[config.mk]
export PLATFORM = sky130hd
export DESIGN_NAME = mac_status_regs
export DESIGN_NICKNAME = d
export VERILOG_FILES = /design/src/mac_stat_pkg.sv /design/src/mac_status_regs.sv /design/src/mdio_engine.sv
export SDC_FILE = /design/constraint.sdc
export NUM_CORES = 1
export LEC_CHECK = 0
export ABC_AREA = 1
export BUFFER_PORTS_ARGS = -buffer_cell sky130_fd_sc_hd__buf_4
export CAP_MARGIN = 20
export CORE_ASPECT_RATIO = 0.5
export CORE_MARGIN = 2
export CORE_UTILIZATION = 54
export CTS_BUF_LIST = sky130_fd_sc_hd__clkbuf_8
export DETAILED_ROUTE_END_ITERATION = 6
export GPL_TIMING_DRIVEN = 0
export PLACE_DENSITY = 0.88
export RECOVER_POWER = 100
export SLEW_MARGIN = 10
export SYNTH_ARGS = -nofsm -noshare
export SYNTH_HDL_FRONTEND = slang
export SYNTH_HIERARCHICAL = 1
export SYNTH_SLANG_ARGS = --single-unit
[constraint.sdc]
create_clock -name core_clk -period 2.1 [get_ports core_clk]
set_input_delay 0.42 -clock core_clk [delete_from_list [all_inputs] [get_ports core_clk]]
set_output_delay 0.42 -clock core_clk [all_outputs]
set_load 0.01 [all_outputs]
[src/mac_stat_pkg.sv]
// Package for the MAC status, test-mode and PHY management register block.
// Assumes a 100 MHz core clock and an APB register bus with 32-bit data.
package mac_stat_pkg;

  localparam logic [7:0]  MAC_EVENT_STATUS_OFS = 8'h54;
  localparam logic [7:0]  TEST_CONTROL_OFS     = 8'h58;
  localparam logic [7:0]  PHY_MGMT_CONTROL_OFS = 8'h60;
  localparam logic [7:0]  PHY_MGMT_DATA_OFS    = 8'h64;
  localparam logic [7:0]  PHY_RX_CFG_OFS       = 8'h70;

  localparam logic [31:0] PHY_MGMT_CONTROL_RST = 32'h0000_0052;
  localparam logic [7:0]  MGMT_CLK_DIV_RST     = 8'h52;

  // Status bit positions; bits 3..10 map onto the event vector in order.
  localparam int unsigned ST_MULTI  = 0;
  localparam int unsigned ST_BCAST  = 1;
  localparam int unsigned ST_COLDRP = 2;
  localparam int unsigned ST_EVT_LO = 3;
  localparam int unsigned NUM_EVT   = 11;

  localparam int unsigned TC_POLL   = 20;
  localparam int unsigned TC_IRQ    = 19;
  localparam int unsigned TC_COL    = 15;
  localparam int unsigned TC_BKO_HI = 14;
  localparam int unsigned TC_BKO_LO = 5;
  localparam int unsigned TC_RTY_HI = 4;

  localparam int unsigned PC_WR     = 27;
  localparam int unsigned PC_RD     = 26;
  localparam int unsigned PC_REG_HI = 25;
  localparam int unsigned PC_REG_LO = 21;
  localparam int unsigned PC_PHY_HI = 20;
  localparam int unsigned PC_PHY_LO = 16;

  localparam int unsigned COLL_LIMIT      = 16;
  localparam int unsigned MIN_FRAME       = 64;
  localparam int unsigned MAX_FRAME       = 1518;
  localparam int unsigned MAX_FRAME_VLAN  = 1522;
  localparam int unsigned JUMBO_FRAME     = 9216;
  localparam int unsigned JUMBO_FRAME_VLN = 9220;
  localparam int unsigned PREAMBLE_BITS   = 32;
  localparam int unsigned MDIO_FRAME_BITS = 64;

  typedef enum logic [1:0] {
    MG_IDLE = 2'b00,
    MG_SHIFT = 2'b01,
    MG_DONE = 2'b10
  } mgmt_state_e;

  typedef struct packed {
    logic        tx_end;
    logic        tx_ok;
    logic        tx_late_col;
    logic [4:0]  tx_col_count;
    logic        rx_end;
    logic [13:0] rx_len;
    logic        rx_vlan;
    logic        rx_crc_bad;
    logic        rx_fifo_full;
    logic        rx_col;
    logic        rx_bcast;
    logic        rx_mcast;
  } mac_event_s;

  typedef struct packed {
    logic       go;
    logic       is_read;
    logic [4:0] phy_port_id;
    logic [4:0] phy_reg_index;
    logic [15:0] wdata;
    logic [7:0] div;
  } mgmt_req_s;

endpackage : mac_stat_pkg

[src/mac_status_regs.sv]
// MAC status flags, test-mode controls and PHY management registers on APB.
// Assumes events are one-cycle pulses from MAC logic on core_clk and that
// the PHY mdio pin is asynchronous to core_clk.
//
// Added by the designer: the APB interface to the registers.

// How it works
// - Excess-collision flag sets when one frame's collisions reach 16 without a late collision.
// - Late-collision flag sets on a late transmit collision; write one clears.
// - Transmit-lost flag sets when a frame is abandoned by late or excess collisions.
// - Transmit-done flag sets on each error-free transmitted frame.
// - Runt flag sets when a received frame is below minimum length.
// - Oversize flag sets when a received frame exceeds the long-frame limit.
// - CRC flag sets on a bad frame check unless checking is off.
// - Receive-dropped flag sets when a frame is lost to a full FIFO.
// - Receive-stored flag sets when a frame is stored without FIFO overflow, collision or checked CRC error.
// - Status bit 2 flags frames dropped because of a collision.
// - Bit 1 flags broadcast, bit 0 flags multicast destinations received.
// - Test bit 20 puts the polling timer in test mode; resets to zero.
// - Test bit 19 puts the interrupt timer in test mode; resets to zero.
// - Collision test bit 15 selects programmed back-off from bits 14 to 5.
// - In collision test mode retries are limited by bits 4 to 0.
// - Bit 27 starts a PHY write of data low half to addressed register.
// - Bit 26 starts a PHY read; result lands in data upper half.
// - Write-start bit clears itself when the write frame completes.
// - Read-start bit clears itself when read data is available.
// - Management clock period equals divider times system clock period; resets 0x52.
// - Without jumbo mode frames over 1518, or 1522 tagged, are too long.
// - Frames under 64 bytes are runts unless runt reception is enabled.
module mac_status_regs (
  input  wire logic                     core_clk,          // System clock, 100 MHz.
  input  wire logic                     sys_rst,           // Synchronous reset, active high.
  input  wire logic                     psel,              // APB select.
  input  wire logic                     penable,           // APB access phase.
  input  wire logic                     pwrite,            // APB write.
  input  wire logic [7:0]               paddr,             // APB byte address.
  input  wire logic [31:0]              pwdata,            // APB write data.
  output logic      [31:0]              prdata,            // APB read data.
  output logic                          pready,            // APB ready.
  output logic                          pslverr,           // APB error, unmapped address.
  input  wire mac_stat_pkg::mac_event_s evt,               // MAC event pulses.
  input  wire logic                     fcs_check_off,     // CRC checking disabled.
  input  wire logic                     jumbo_length_select, // Jumbo long-frame mode.
  input  wire logic                     rx_runt_accept,    // Runt reception enabled.
  output logic                          poll_timer_test,   // Polling timer test mode.
  output logic                          irq_timer_test,    // Interrupt timer test mode.
  output logic                          test_collision,    // Collision test mode.
  output logic      [9:0]               test_backoff_value, // Forced back-off value.
  output logic      [4:0]               test_retry_limit,  // Retry limit, valid in test mode.
  output logic                          mdc,               // Management clock out.
  input  wire logic                     mdio_in,           // Management data pin level.
  output logic                          mdio_out,          // Management data drive value.
  output logic                          mdio_oe            // High while driving mdio.
);
  import mac_stat_pkg::*;

  logic [NUM_EVT-1:0] flags_ff;
  logic [NUM_EVT-1:0] evt_hit;
  logic [31:0]        test_ff;
  logic               wr_go_ff;
  logic               rd_go_ff;
  logic [4:0]         phy_reg_index;
  logic [4:0]         phy_port_id;
  logic [7:0]         mgmt_clk_divider;
  logic [15:0]        mgmt_write_value;
  logic [15:0]        mgmt_read_value;
  logic               busy_ff;
  logic               mdio_meta_ff;
  logic               mdio_sync_ff;
  logic               eng_done;
  logic [15:0]        eng_rdata;
  logic               eng_mdc;
  logic               eng_out;
  logic               eng_oe;
  logic               wr_en;
  logic               rd_en;
  logic               w1c_hit;
  logic [31:0]        nxt_prdata;
  logic               nxt_pslverr;
  logic [13:0]        long_limit;
  mgmt_req_s          req;

  assign wr_en   = psel && penable && pwrite && pready;
  assign rd_en   = psel && !penable && !pwrite;
  assign w1c_hit = wr_en && (paddr == MAC_EVENT_STATUS_OFS);

  always_comb begin
    if (jumbo_length_select) begin
      long_limit = evt.rx_vlan ? 14'(JUMBO_FRAME_VLN) : 14'(JUMBO_FRAME);
    end else begin
      long_limit = evt.rx_vlan ? 14'(MAX_FRAME_VLAN) : 14'(MAX_FRAME);
    end
  end

  // Event vector in status-bit order, bit 0 upward.
  always_comb begin
    evt_hit             = '0;
    evt_hit[ST_MULTI]   = evt.rx_end && evt.rx_mcast;
    evt_hit[ST_BCAST]   = evt.rx_end && evt.rx_bcast;
    evt_hit[ST_COLDRP]  = evt.rx_end && evt.rx_col;
    evt_hit[3]          = evt.rx_end && !evt.rx_fifo_full && !evt.rx_col
                          && !(evt.rx_crc_bad && !fcs_check_off);
    evt_hit[4]          = evt.rx_end && evt.rx_fifo_full;
    evt_hit[5]          = evt.rx_end && evt.rx_crc_bad && !fcs_check_off;
    evt_hit[6]          = evt.rx_end && (evt.rx_len > long_limit);
    evt_hit[7]          = evt.rx_end && !rx_runt_accept
                          && (evt.rx_len < 14'(MIN_FRAME));
    evt_hit[8]          = evt.tx_end && evt.tx_ok;
    evt_hit[9]          = evt.tx_end && !evt.tx_ok
                          && (evt.tx_late_col || evt.tx_col_count > 5'(COLL_LIMIT - 1));
    evt_hit[10]         = evt.tx_late_col;
  end

  // Excess collision: 16 or more attempts means count reached its saturating 16+.
  logic excess_collision_flag;
  always_ff @(posedge core_clk) begin
    if (sys_rst) begin
      excess_collision_flag <= 1'b0;
    end else if (evt.tx_end && evt.tx_col_count > 5'(COLL_LIMIT - 1) && !evt.tx_late_col) begin
      excess_collision_flag <= 1'b1;
    end else if (w1c_hit && pwdata[11]) begin
      excess_collision_flag <= 1'b0;
    end
  end

  genvar gi;
  generate
    for (gi = 0; gi < NUM_EVT; gi++) begin : g_flag
      always_ff @(posedge core_clk) begin
        if (sys_rst) begin
          flags_ff[gi] <= 1'b0;
        end else if (evt_hit[gi]) begin
          flags_ff[gi] <= 1'b1;
        end else if (w1c_hit && pwdata[gi]) begin
          flags_ff[gi] <= 1'b0;
        end
      end
    end
  endgenerate

  always_ff @(posedge core_clk) begin
    if (sys_rst) begin
      test_ff <= 32'h0000_0000;
    end else if (wr_en && paddr == TEST_CONTROL_OFS) begin
      test_ff <= pwdata & 32'h0018_FFFF;
    end
  end

  always_ff @(posedge core_clk) begin
    if (sys_rst) begin
      poll_timer_test    <= 1'b0;
      irq_timer_test     <= 1'b0;
      test_collision     <= 1'b0;
      test_backoff_value <= 10'h000;
      test_retry_limit   <= 5'h00;
    end else begin
      poll_timer_test    <= test_ff[TC_POLL];
      irq_timer_test     <= test_ff[TC_IRQ];
      test_collision     <= test_ff[TC_COL];
      test_backoff_value <= test_ff[TC_BKO_HI:TC_BKO_LO];
      test_retry_limit   <= test_ff[TC_RTY_HI:0];
    end
  end

  // Control fields; start bits ignore new writes while a frame is running.
  always_ff @(posedge core_clk) begin
    if (sys_rst) begin
      wr_go_ff         <= 1'b0;
      rd_go_ff         <= 1'b0;
      phy_reg_index    <= 5'h00;
      phy_port_id      <= 5'h00;
      mgmt_clk_divider <= MGMT_CLK_DIV_RST;
    end else begin
      if (eng_done) begin
        wr_go_ff <= 1'b0;
        rd_go_ff <= 1'b0;
      end else if (wr_en && paddr == PHY_MGMT_CONTROL_OFS && !busy_ff) begin
        wr_go_ff         <= pwdata[PC_WR];
        rd_go_ff         <= pwdata[PC_RD] && !pwdata[PC_WR];
        phy_reg_index    <= pwdata[PC_REG_HI:PC_REG_LO];
        phy_port_id      <= pwdata[PC_PHY_HI:PC_PHY_LO];
        mgmt_clk_divider <= pwdata[7:0];
      end
    end
  end

  always_ff @(posedge core_clk) begin
    if (sys_rst) begin
      busy_ff <= 1'b0;
    end else if (eng_done) begin
      busy_ff <= 1'b0;
    end else if (req.go) begin
      busy_ff <= 1'b1;
    end
  end

  always_ff @(posedge core_clk) begin
    if (sys_rst) begin
      mgmt_write_value <= 16'h0000;
    end else if (wr_en && paddr == PHY_MGMT_DATA_OFS) begin
      mgmt_write_value <= pwdata[15:0];
    end
  end

  always_ff @(posedge core_clk) begin
    if (sys_rst) begin
      mgmt_read_value <= 16'h0000;
    end else if (eng_done && rd_go_ff) begin
      mgmt_read_value <= eng_rdata;
    end
  end

  always_ff @(posedge core_clk) begin
    if (sys_rst) begin
      mdio_meta_ff <= 1'b1;
      mdio_sync_ff <= 1'b1;
    end else begin
      mdio_meta_ff <= mdio_in;
      mdio_sync_ff <= mdio_meta_ff;
    end
  end

  // The divider is loaded by the same write as the start bit; a divider below 2 stalls mdc.
  always_comb begin
    req.go            = (wr_go_ff || rd_go_ff) && !busy_ff;
    req.is_read       = rd_go_ff;
    req.phy_port_id   = phy_port_id;
    req.phy_reg_index = phy_reg_index;
    req.wdata         = mgmt_write_value;
    req.div           = mgmt_clk_divider;
  end

  mdio_engine u_mdio (
    .core_clk     (core_clk),
    .sys_rst      (sys_rst),
    .req          (req),
    .mdio_in_sync (mdio_sync_ff),
    .done         (eng_done),
    .rdata        (eng_rdata),
    .mdc          (eng_mdc),
    .mdio_out     (eng_out),
    .mdio_oe      (eng_oe)
  );

  always_ff @(posedge core_clk) begin
    if (sys_rst) begin
      mdc      <= 1'b0;
      mdio_out <= 1'b1;
      mdio_oe  <= 1'b0;
    end else begin
      mdc      <= eng_mdc;
      mdio_out <= eng_out;
      mdio_oe  <= eng_oe;
    end
  end

  always_comb begin
    nxt_prdata  = 32'h0000_0000;
    nxt_pslverr = 1'b0;
    case (paddr)
      MAC_EVENT_STATUS_OFS: nxt_prdata = {20'h0, excess_collision_flag, flags_ff};
      TEST_CONTROL_OFS:     nxt_prdata = test_ff;
      PHY_MGMT_CONTROL_OFS: nxt_prdata = {4'h0, wr_go_ff, rd_go_ff, phy_reg_index,
                                          phy_port_id, 8'h00, mgmt_clk_divider};
      PHY_MGMT_DATA_OFS:    nxt_prdata = {mgmt_read_value, mgmt_write_value};
      default:              nxt_pslverr = 1'b1;
    endcase
  end

  // Answer one cycle after setup: zero wait states on every access.
  always_ff @(posedge core_clk) begin
    if (sys_rst) begin
      pready  <= 1'b0;
      prdata  <= 32'h0000_0000;
      pslverr <= 1'b0;
    end else begin
      pready  <= psel && !penable;
      pslverr <= psel && !penable && nxt_pslverr;
      if (rd_en) begin
        prdata <= nxt_prdata;
      end
    end
  end

endmodule : mac_status_regs

[src/mdio_engine.sv]
// Clause 22 serial management engine: builds the frame and shifts it on mdc.
// Assumes mdio_in arrives already synchronised to core_clk.
module mdio_engine (
  input  wire logic                   core_clk,      // System clock.
  input  wire logic                   sys_rst,       // Synchronous reset, active high.
  input  wire mac_stat_pkg::mgmt_req_s req,          // Transaction request.
  input  wire logic                   mdio_in_sync,  // Synchronised mdio level.
  output logic                        done,          // One-cycle completion pulse.
  output logic [15:0]                 rdata,         // Data read from the PHY.
  output logic                        mdc,           // Management clock.
  output logic                        mdio_out,      // Driven mdio level.
  output logic                        mdio_oe        // High while driving mdio.
);
  import mac_stat_pkg::*;

  mgmt_state_e state_ff;
  logic [7:0]  div_cnt_ff;
  logic [6:0]  bit_cnt_ff;
  logic [63:0] shift_ff;
  logic        rd_ff;
  logic        rise;
  logic        fall;
  logic [7:0]  half;

  // Period is div cycles: low for the first half, high for the rest.
  assign half = req.div >> 1;
  assign fall = (state_ff == MG_SHIFT) && (div_cnt_ff == 8'h00);
  assign rise = (state_ff == MG_SHIFT) && (div_cnt_ff == half);

  always_ff @(posedge core_clk) begin
    if (sys_rst) begin
      div_cnt_ff <= 8'h00;
    end else if (state_ff != MG_SHIFT || div_cnt_ff + 8'h01 >= req.div) begin
      div_cnt_ff <= 8'h00;
    end else begin
      div_cnt_ff <= div_cnt_ff + 8'h01;
    end
  end

  always_ff @(posedge core_clk) begin
    if (sys_rst) begin
      state_ff   <= MG_IDLE;
      bit_cnt_ff <= 7'h00;
      shift_ff   <= 64'h0;
      rd_ff      <= 1'b0;
      rdata      <= 16'h0000;
      done       <= 1'b0;
      mdc        <= 1'b0;
      mdio_out   <= 1'b1;
      mdio_oe    <= 1'b0;
    end else begin
      done <= 1'b0;
      case (state_ff)
        MG_IDLE: begin
          mdc     <= 1'b0;
          mdio_oe <= 1'b0;
          if (req.go) begin
            // Preamble, start 01, opcode, addresses, turnaround, data.
            shift_ff <= {32'hFFFF_FFFF, 2'b01, req.is_read ? 2'b10 : 2'b01,
                         req.phy_port_id, req.phy_reg_index, 2'b10, req.wdata};
            rd_ff      <= req.is_read;
            bit_cnt_ff <= 7'h00;
            state_ff   <= MG_SHIFT;
          end
        end
        MG_SHIFT: begin
          if (fall) begin
            mdc      <= 1'b0;
            mdio_out <= shift_ff[63];
            // A read releases the line from the turnaround onward.
            mdio_oe  <= !(rd_ff && bit_cnt_ff >= 7'd46);
            shift_ff <= {shift_ff[62:0], 1'b0};
          end
          if (rise) begin
            mdc        <= 1'b1;
            bit_cnt_ff <= bit_cnt_ff + 7'h01;
            if (bit_cnt_ff >= 7'd48) begin
              rdata <= {rdata[14:0], mdio_in_sync};
            end
            if (bit_cnt_ff == 7'(MDIO_FRAME_BITS - 1)) begin
              state_ff <= MG_DONE;
            end
          end
        end
        MG_DONE: begin
          mdc      <= 1'b0;
          mdio_oe  <= 1'b0;
          done     <= 1'b1;
          state_ff <= MG_IDLE;
        end
        default: state_ff <= MG_IDLE;
      endcase
    end
  end

endmodule : mdio_engine

==> metrics.md <==
| Metric | Value |
|---|---|
| Flop2flop setup slack | `-290 ps` |
| Design area | `between 10000 and 15000 um^2` |
| Maxcap violations | `0` |
| Area post-placement | `11800 um^2` |
| Critical R2R Launch | `u_mdio/div_cnt_ff[1]$_SDFF_PP0_` |
| Crit path depth | `12` |
| Failing checks | `setup timing` |
| Area Overhead vs Synth | `20.8%` |
| FF+latch area | `roughly 4900 um^2` |
| Filler instances | `about 1500` |
| Gr ovfl total | `0` |
| Pwr dens | `686 nW/um^2` |
| Post-CTS Hold Buffers | `0` |
| Boundary Pins | `133` |
| Layout cell share with drive strength beyond 1 | `20.2%` |
| GPL Wtd Cong | `0.902` |
| Critical Path Most Common Cell | `nand2_1` |
| Global-route wire length before repair | `approximately 46000 um` |
| TritonRoute pass-1 iters | `6` |
| RSZ-0062 raised after global routing | `yes` |
| Leakage | `roughly 5.6 nW` |
| Routed wire length | `29700 um` |
| Final setup violating endpoints | `8` |
| Die width | `around 200 um` |
| Max H-tree Level | `2` |
| Tot GR Track Use | `27.4%` |
| Initial antenna violation count | `0` |
| Path type of the worst min-delay path | `in -> reg` |
| Leading cell types in the layout, fill and taps excluded | `nand2_1 (325), dfxtp_1 (238), a21oi_1 (150)` |
| Number of synthesized flops with an enable pin | `0` |
| Yosys cell types | `40` |
| Starting Density | `54.6%` |
| CP Capture Point | `u_mdio/div_cnt_ff[6]$_SDFF_PP0_` |
| CTS tree | `done` |
| Worst EP arrival | `2820 ps` |
| Top FF cell, synth | `dfxtp_1` |
| Mapped Area | `between 10000 and 15000 um^2` |
| Actual slew at the worst max-slew pin | `764 ps` |
| Sequential share of power | `52.9%` |
| Worst-path clk slew | `70 ps` |
| Syn_nets | `1510` |
| Vias in the first global route | `9614` |
| Ant diodes | `0` |
| Avg Cell Area, Syn | `7.47 um^2` |
| DR iter-0 viols | `1222` |
| Die ar. | `20700 um^2` |
| Worst stage delay on the critical path | `400 ps` |
| Root Driver | `clkbuf_8` |
| Clock Sink Count | `around 240` |
| WP buf/inv | `2` |
| CTS Buf Count | `35` |
| Wirelength per Cell | `15.9 um` |
| Top cells by area, synth | `dfxtp_1 (46%), nand2_1 (12%), a21oi_1 (7.3%)` |
| Worst vdd ir | `between 300 and 400 uV` |
| Crit path from | `u_mdio/div_cnt_ff[1]$_SDFF_PP0_` |
| Critical Path, Cell by Cell | `ha_4 -> nand3_2 -> nor2_1 -> nand2_1 -> xor2_2 -> inv_1 -> ha_1 -> nand2_1 -> o21a_1 -> nand4_1 -> buf_6 -> nor3_2` |
| Max Slew Vio Count | `0` |
| Port Buffer Count | `124` |
| P_int | `6.66 mW` |
| Vias | `10400` |
| Crit path max-delay family | `simple AND/OR/NAND/NOR gates` |
| Ys Warns | `6` |
| Pin count of the biggest net entering global routing | `11` |
| Crit Path Class | `reg -> reg` |
| RR Endpoint | `u_mdio/div_cnt_ff[6]$_SDFF_PP0_` |
| Clk_lat worst skew | `~520 ps` |
| Largest area contributor in the netlist | `dfxtp_1` |
| Post-route minimum period | `about 2400 ps` |
| Worst EP required | `2530 ps` |
| Post-route DRC violation count | `0` |
| Commonest non-fill, non-tap cell in the layout | `nand2_1` |
| Fmax | `0.418 GHz` |
| Worst Setup End Kind | `flip-flop` |
| Setup Skew | `29.5 ps` |
| Clock network fraction of total power | `42.4%` |
| Status | `finished, violations left` |
| Crit start category | `flip-flop` |
| Ys async rst share | `0%` |
| Register area share after synthesis | `a little under half` |
| Placeable Area | `19300 um^2` |
| Reg2reg path depth | `12` |
| Slew margin rel. | `49.1%` |
| ANT nets after route | `0` |
| Row count | `36` |
| Area of the multi-input gates | `4940 um^2` |
| Pwr Total | `8.72 mW` |
| Nets | `1682` |
| Mapped Cells | `1409` |
| Final setup margin | `-290 ps` |
| Sw Share | `23.7%` |
| Synth Register Bits | `242` |
| Share of the clock period used by the worst path | `114%` |
| CP max FO | `4` |
| Switching power | `between 2 and 2.5 mW` |
| Combinational power share | `4.7%` |
| Vias/cell | `5.55` |
| Fin. Hold Viols | `0` |
| CP max-delay cell | `dfxtp_4` |
| Clk buf depth | `3` |
| Top-area cell type share of the netlist area | `46.0%` |
| Die H | `around 100 um` |
| HPWL Detailed | `between 15000 and 20000 um` |
[flip-flops by register name, summed over array words and instances (netlist names), 7 cells and up]
register / count
u_mdio/rdata: 16
u_mdio/shift_ff: 64
test_ff: 18
u_mdio/div_cnt_ff: 8
prdata: 32
flags_ff: 11
test_backoff_value: 10
mgmt_write_value: 16
mgmt_clk_divider: 8
mgmt_read_value: 16
u_mdio/bit_cnt_ff: 7
[cell type report]
type	instances	area share (%)
clock inverters	17	0.649
inverters	124	3.73
repair buffers	135	7.99
flip-flops and latches	242	38.2
plain buffers	79	3.23
well taps	266	2.62
multi-input cells	964	38.9
clock buffers	44	4.76
[power by group through the flow]
| stage | Combinational [mW] | Clock (mW) | Sequential [mW] |
|---|---|---|---|
| after floorplan | 0.182 | 0 | 4.72 |
| final | 0.408 | 3.70 | 4.62 |
| after detailed placement | 0.396 | 0 | 4.72 |
| after CTS | 0.398 | 3.71 | 4.62 |
| after global routing | 0.441 | 3.93 | 4.62 |
| after global placement | 0.389 | 0 | 4.72 |
[timing repair]
item / CTS / global route
hold endpoints to repair: 0 / 0
endpoints found under the setup margin: 8 / 8
buffers inserted: 9 / 2
pin swaps: 5 / 6
gates resized for setup: 14 / 20
[layer usage]
metal	GRT usage (%)	up-vias	share of wire, %
met1	34.2	4885	41
li1	-	4922	-
met2	46.8	491	46
met3	6.01	89	9.5
met5	0	-	0
met4	11.5	0	3.1
[synthesized netlist by cell type, drive strengths merged (2+ instances only)]
cell type  count
a21oi        160
xor2           6
nand3        110
nand4          6
o22ai          7
nor4           3
o21bai         2
clkbuf        31
buf           48
nand3b         2
ha            23
o21ai        105
o211a         25
xnor2          2
nor3          15
dfxtp        242
inv          123
nor2         140
nand2        350
or2            5
[through the flow]
step	hold slack, ps	util (%)	worst slack, ps	instances	setup TNS [ps]
floorplan	389	-	118	1409	0
global placement	400	61.2	-261	1799	-2040
detailed placement	399	61.2	-325	1799	-2440
CTS	139	65.5	1.61	1869	0
global route	129	66.0	-362	1871	-2570
finish	150	66.0	-290	1871	-1830
[cells by family after synthesis]
kind of cell             count (synthesis)  share of synthesized area (%)
AND/OR/NAND/NOR                        631                           26.3
AO/OA/AOI/OAI                          302                           16.0
flip-flops                             242                           46.0
buffers and inverters                  203                           8.35
adder cells (fa/ha/maj)                 23                           2.73
XOR/XNOR                                 8                          0.665
[worst min-delay path by stage]
stage | startpoint | cells after the start | endpoint
2_1_floorplan | mdio_meta_ff$_SDFF_PP1_ | 1 | mdio_sync_ff$_SDFF_PP1_
5_1_grt | mdio_in | 2 | mdio_meta_ff$_SDFF_PP1_
4_1_cts | mdio_in | 2 | mdio_meta_ff$_SDFF_PP1_
3_3_place_gp | mdio_meta_ff$_SDFF_PP1_ | 1 | mdio_sync_ff$_SDFF_PP1_
3_5_place_dp | mdio_meta_ff$_SDFF_PP1_ | 1 | mdio_sync_ff$_SDFF_PP1_
6_report | mdio_in | 2 | mdio_meta_ff$_SDFF_PP1_
Note: power is estimated with default switching activity, not from simulation.
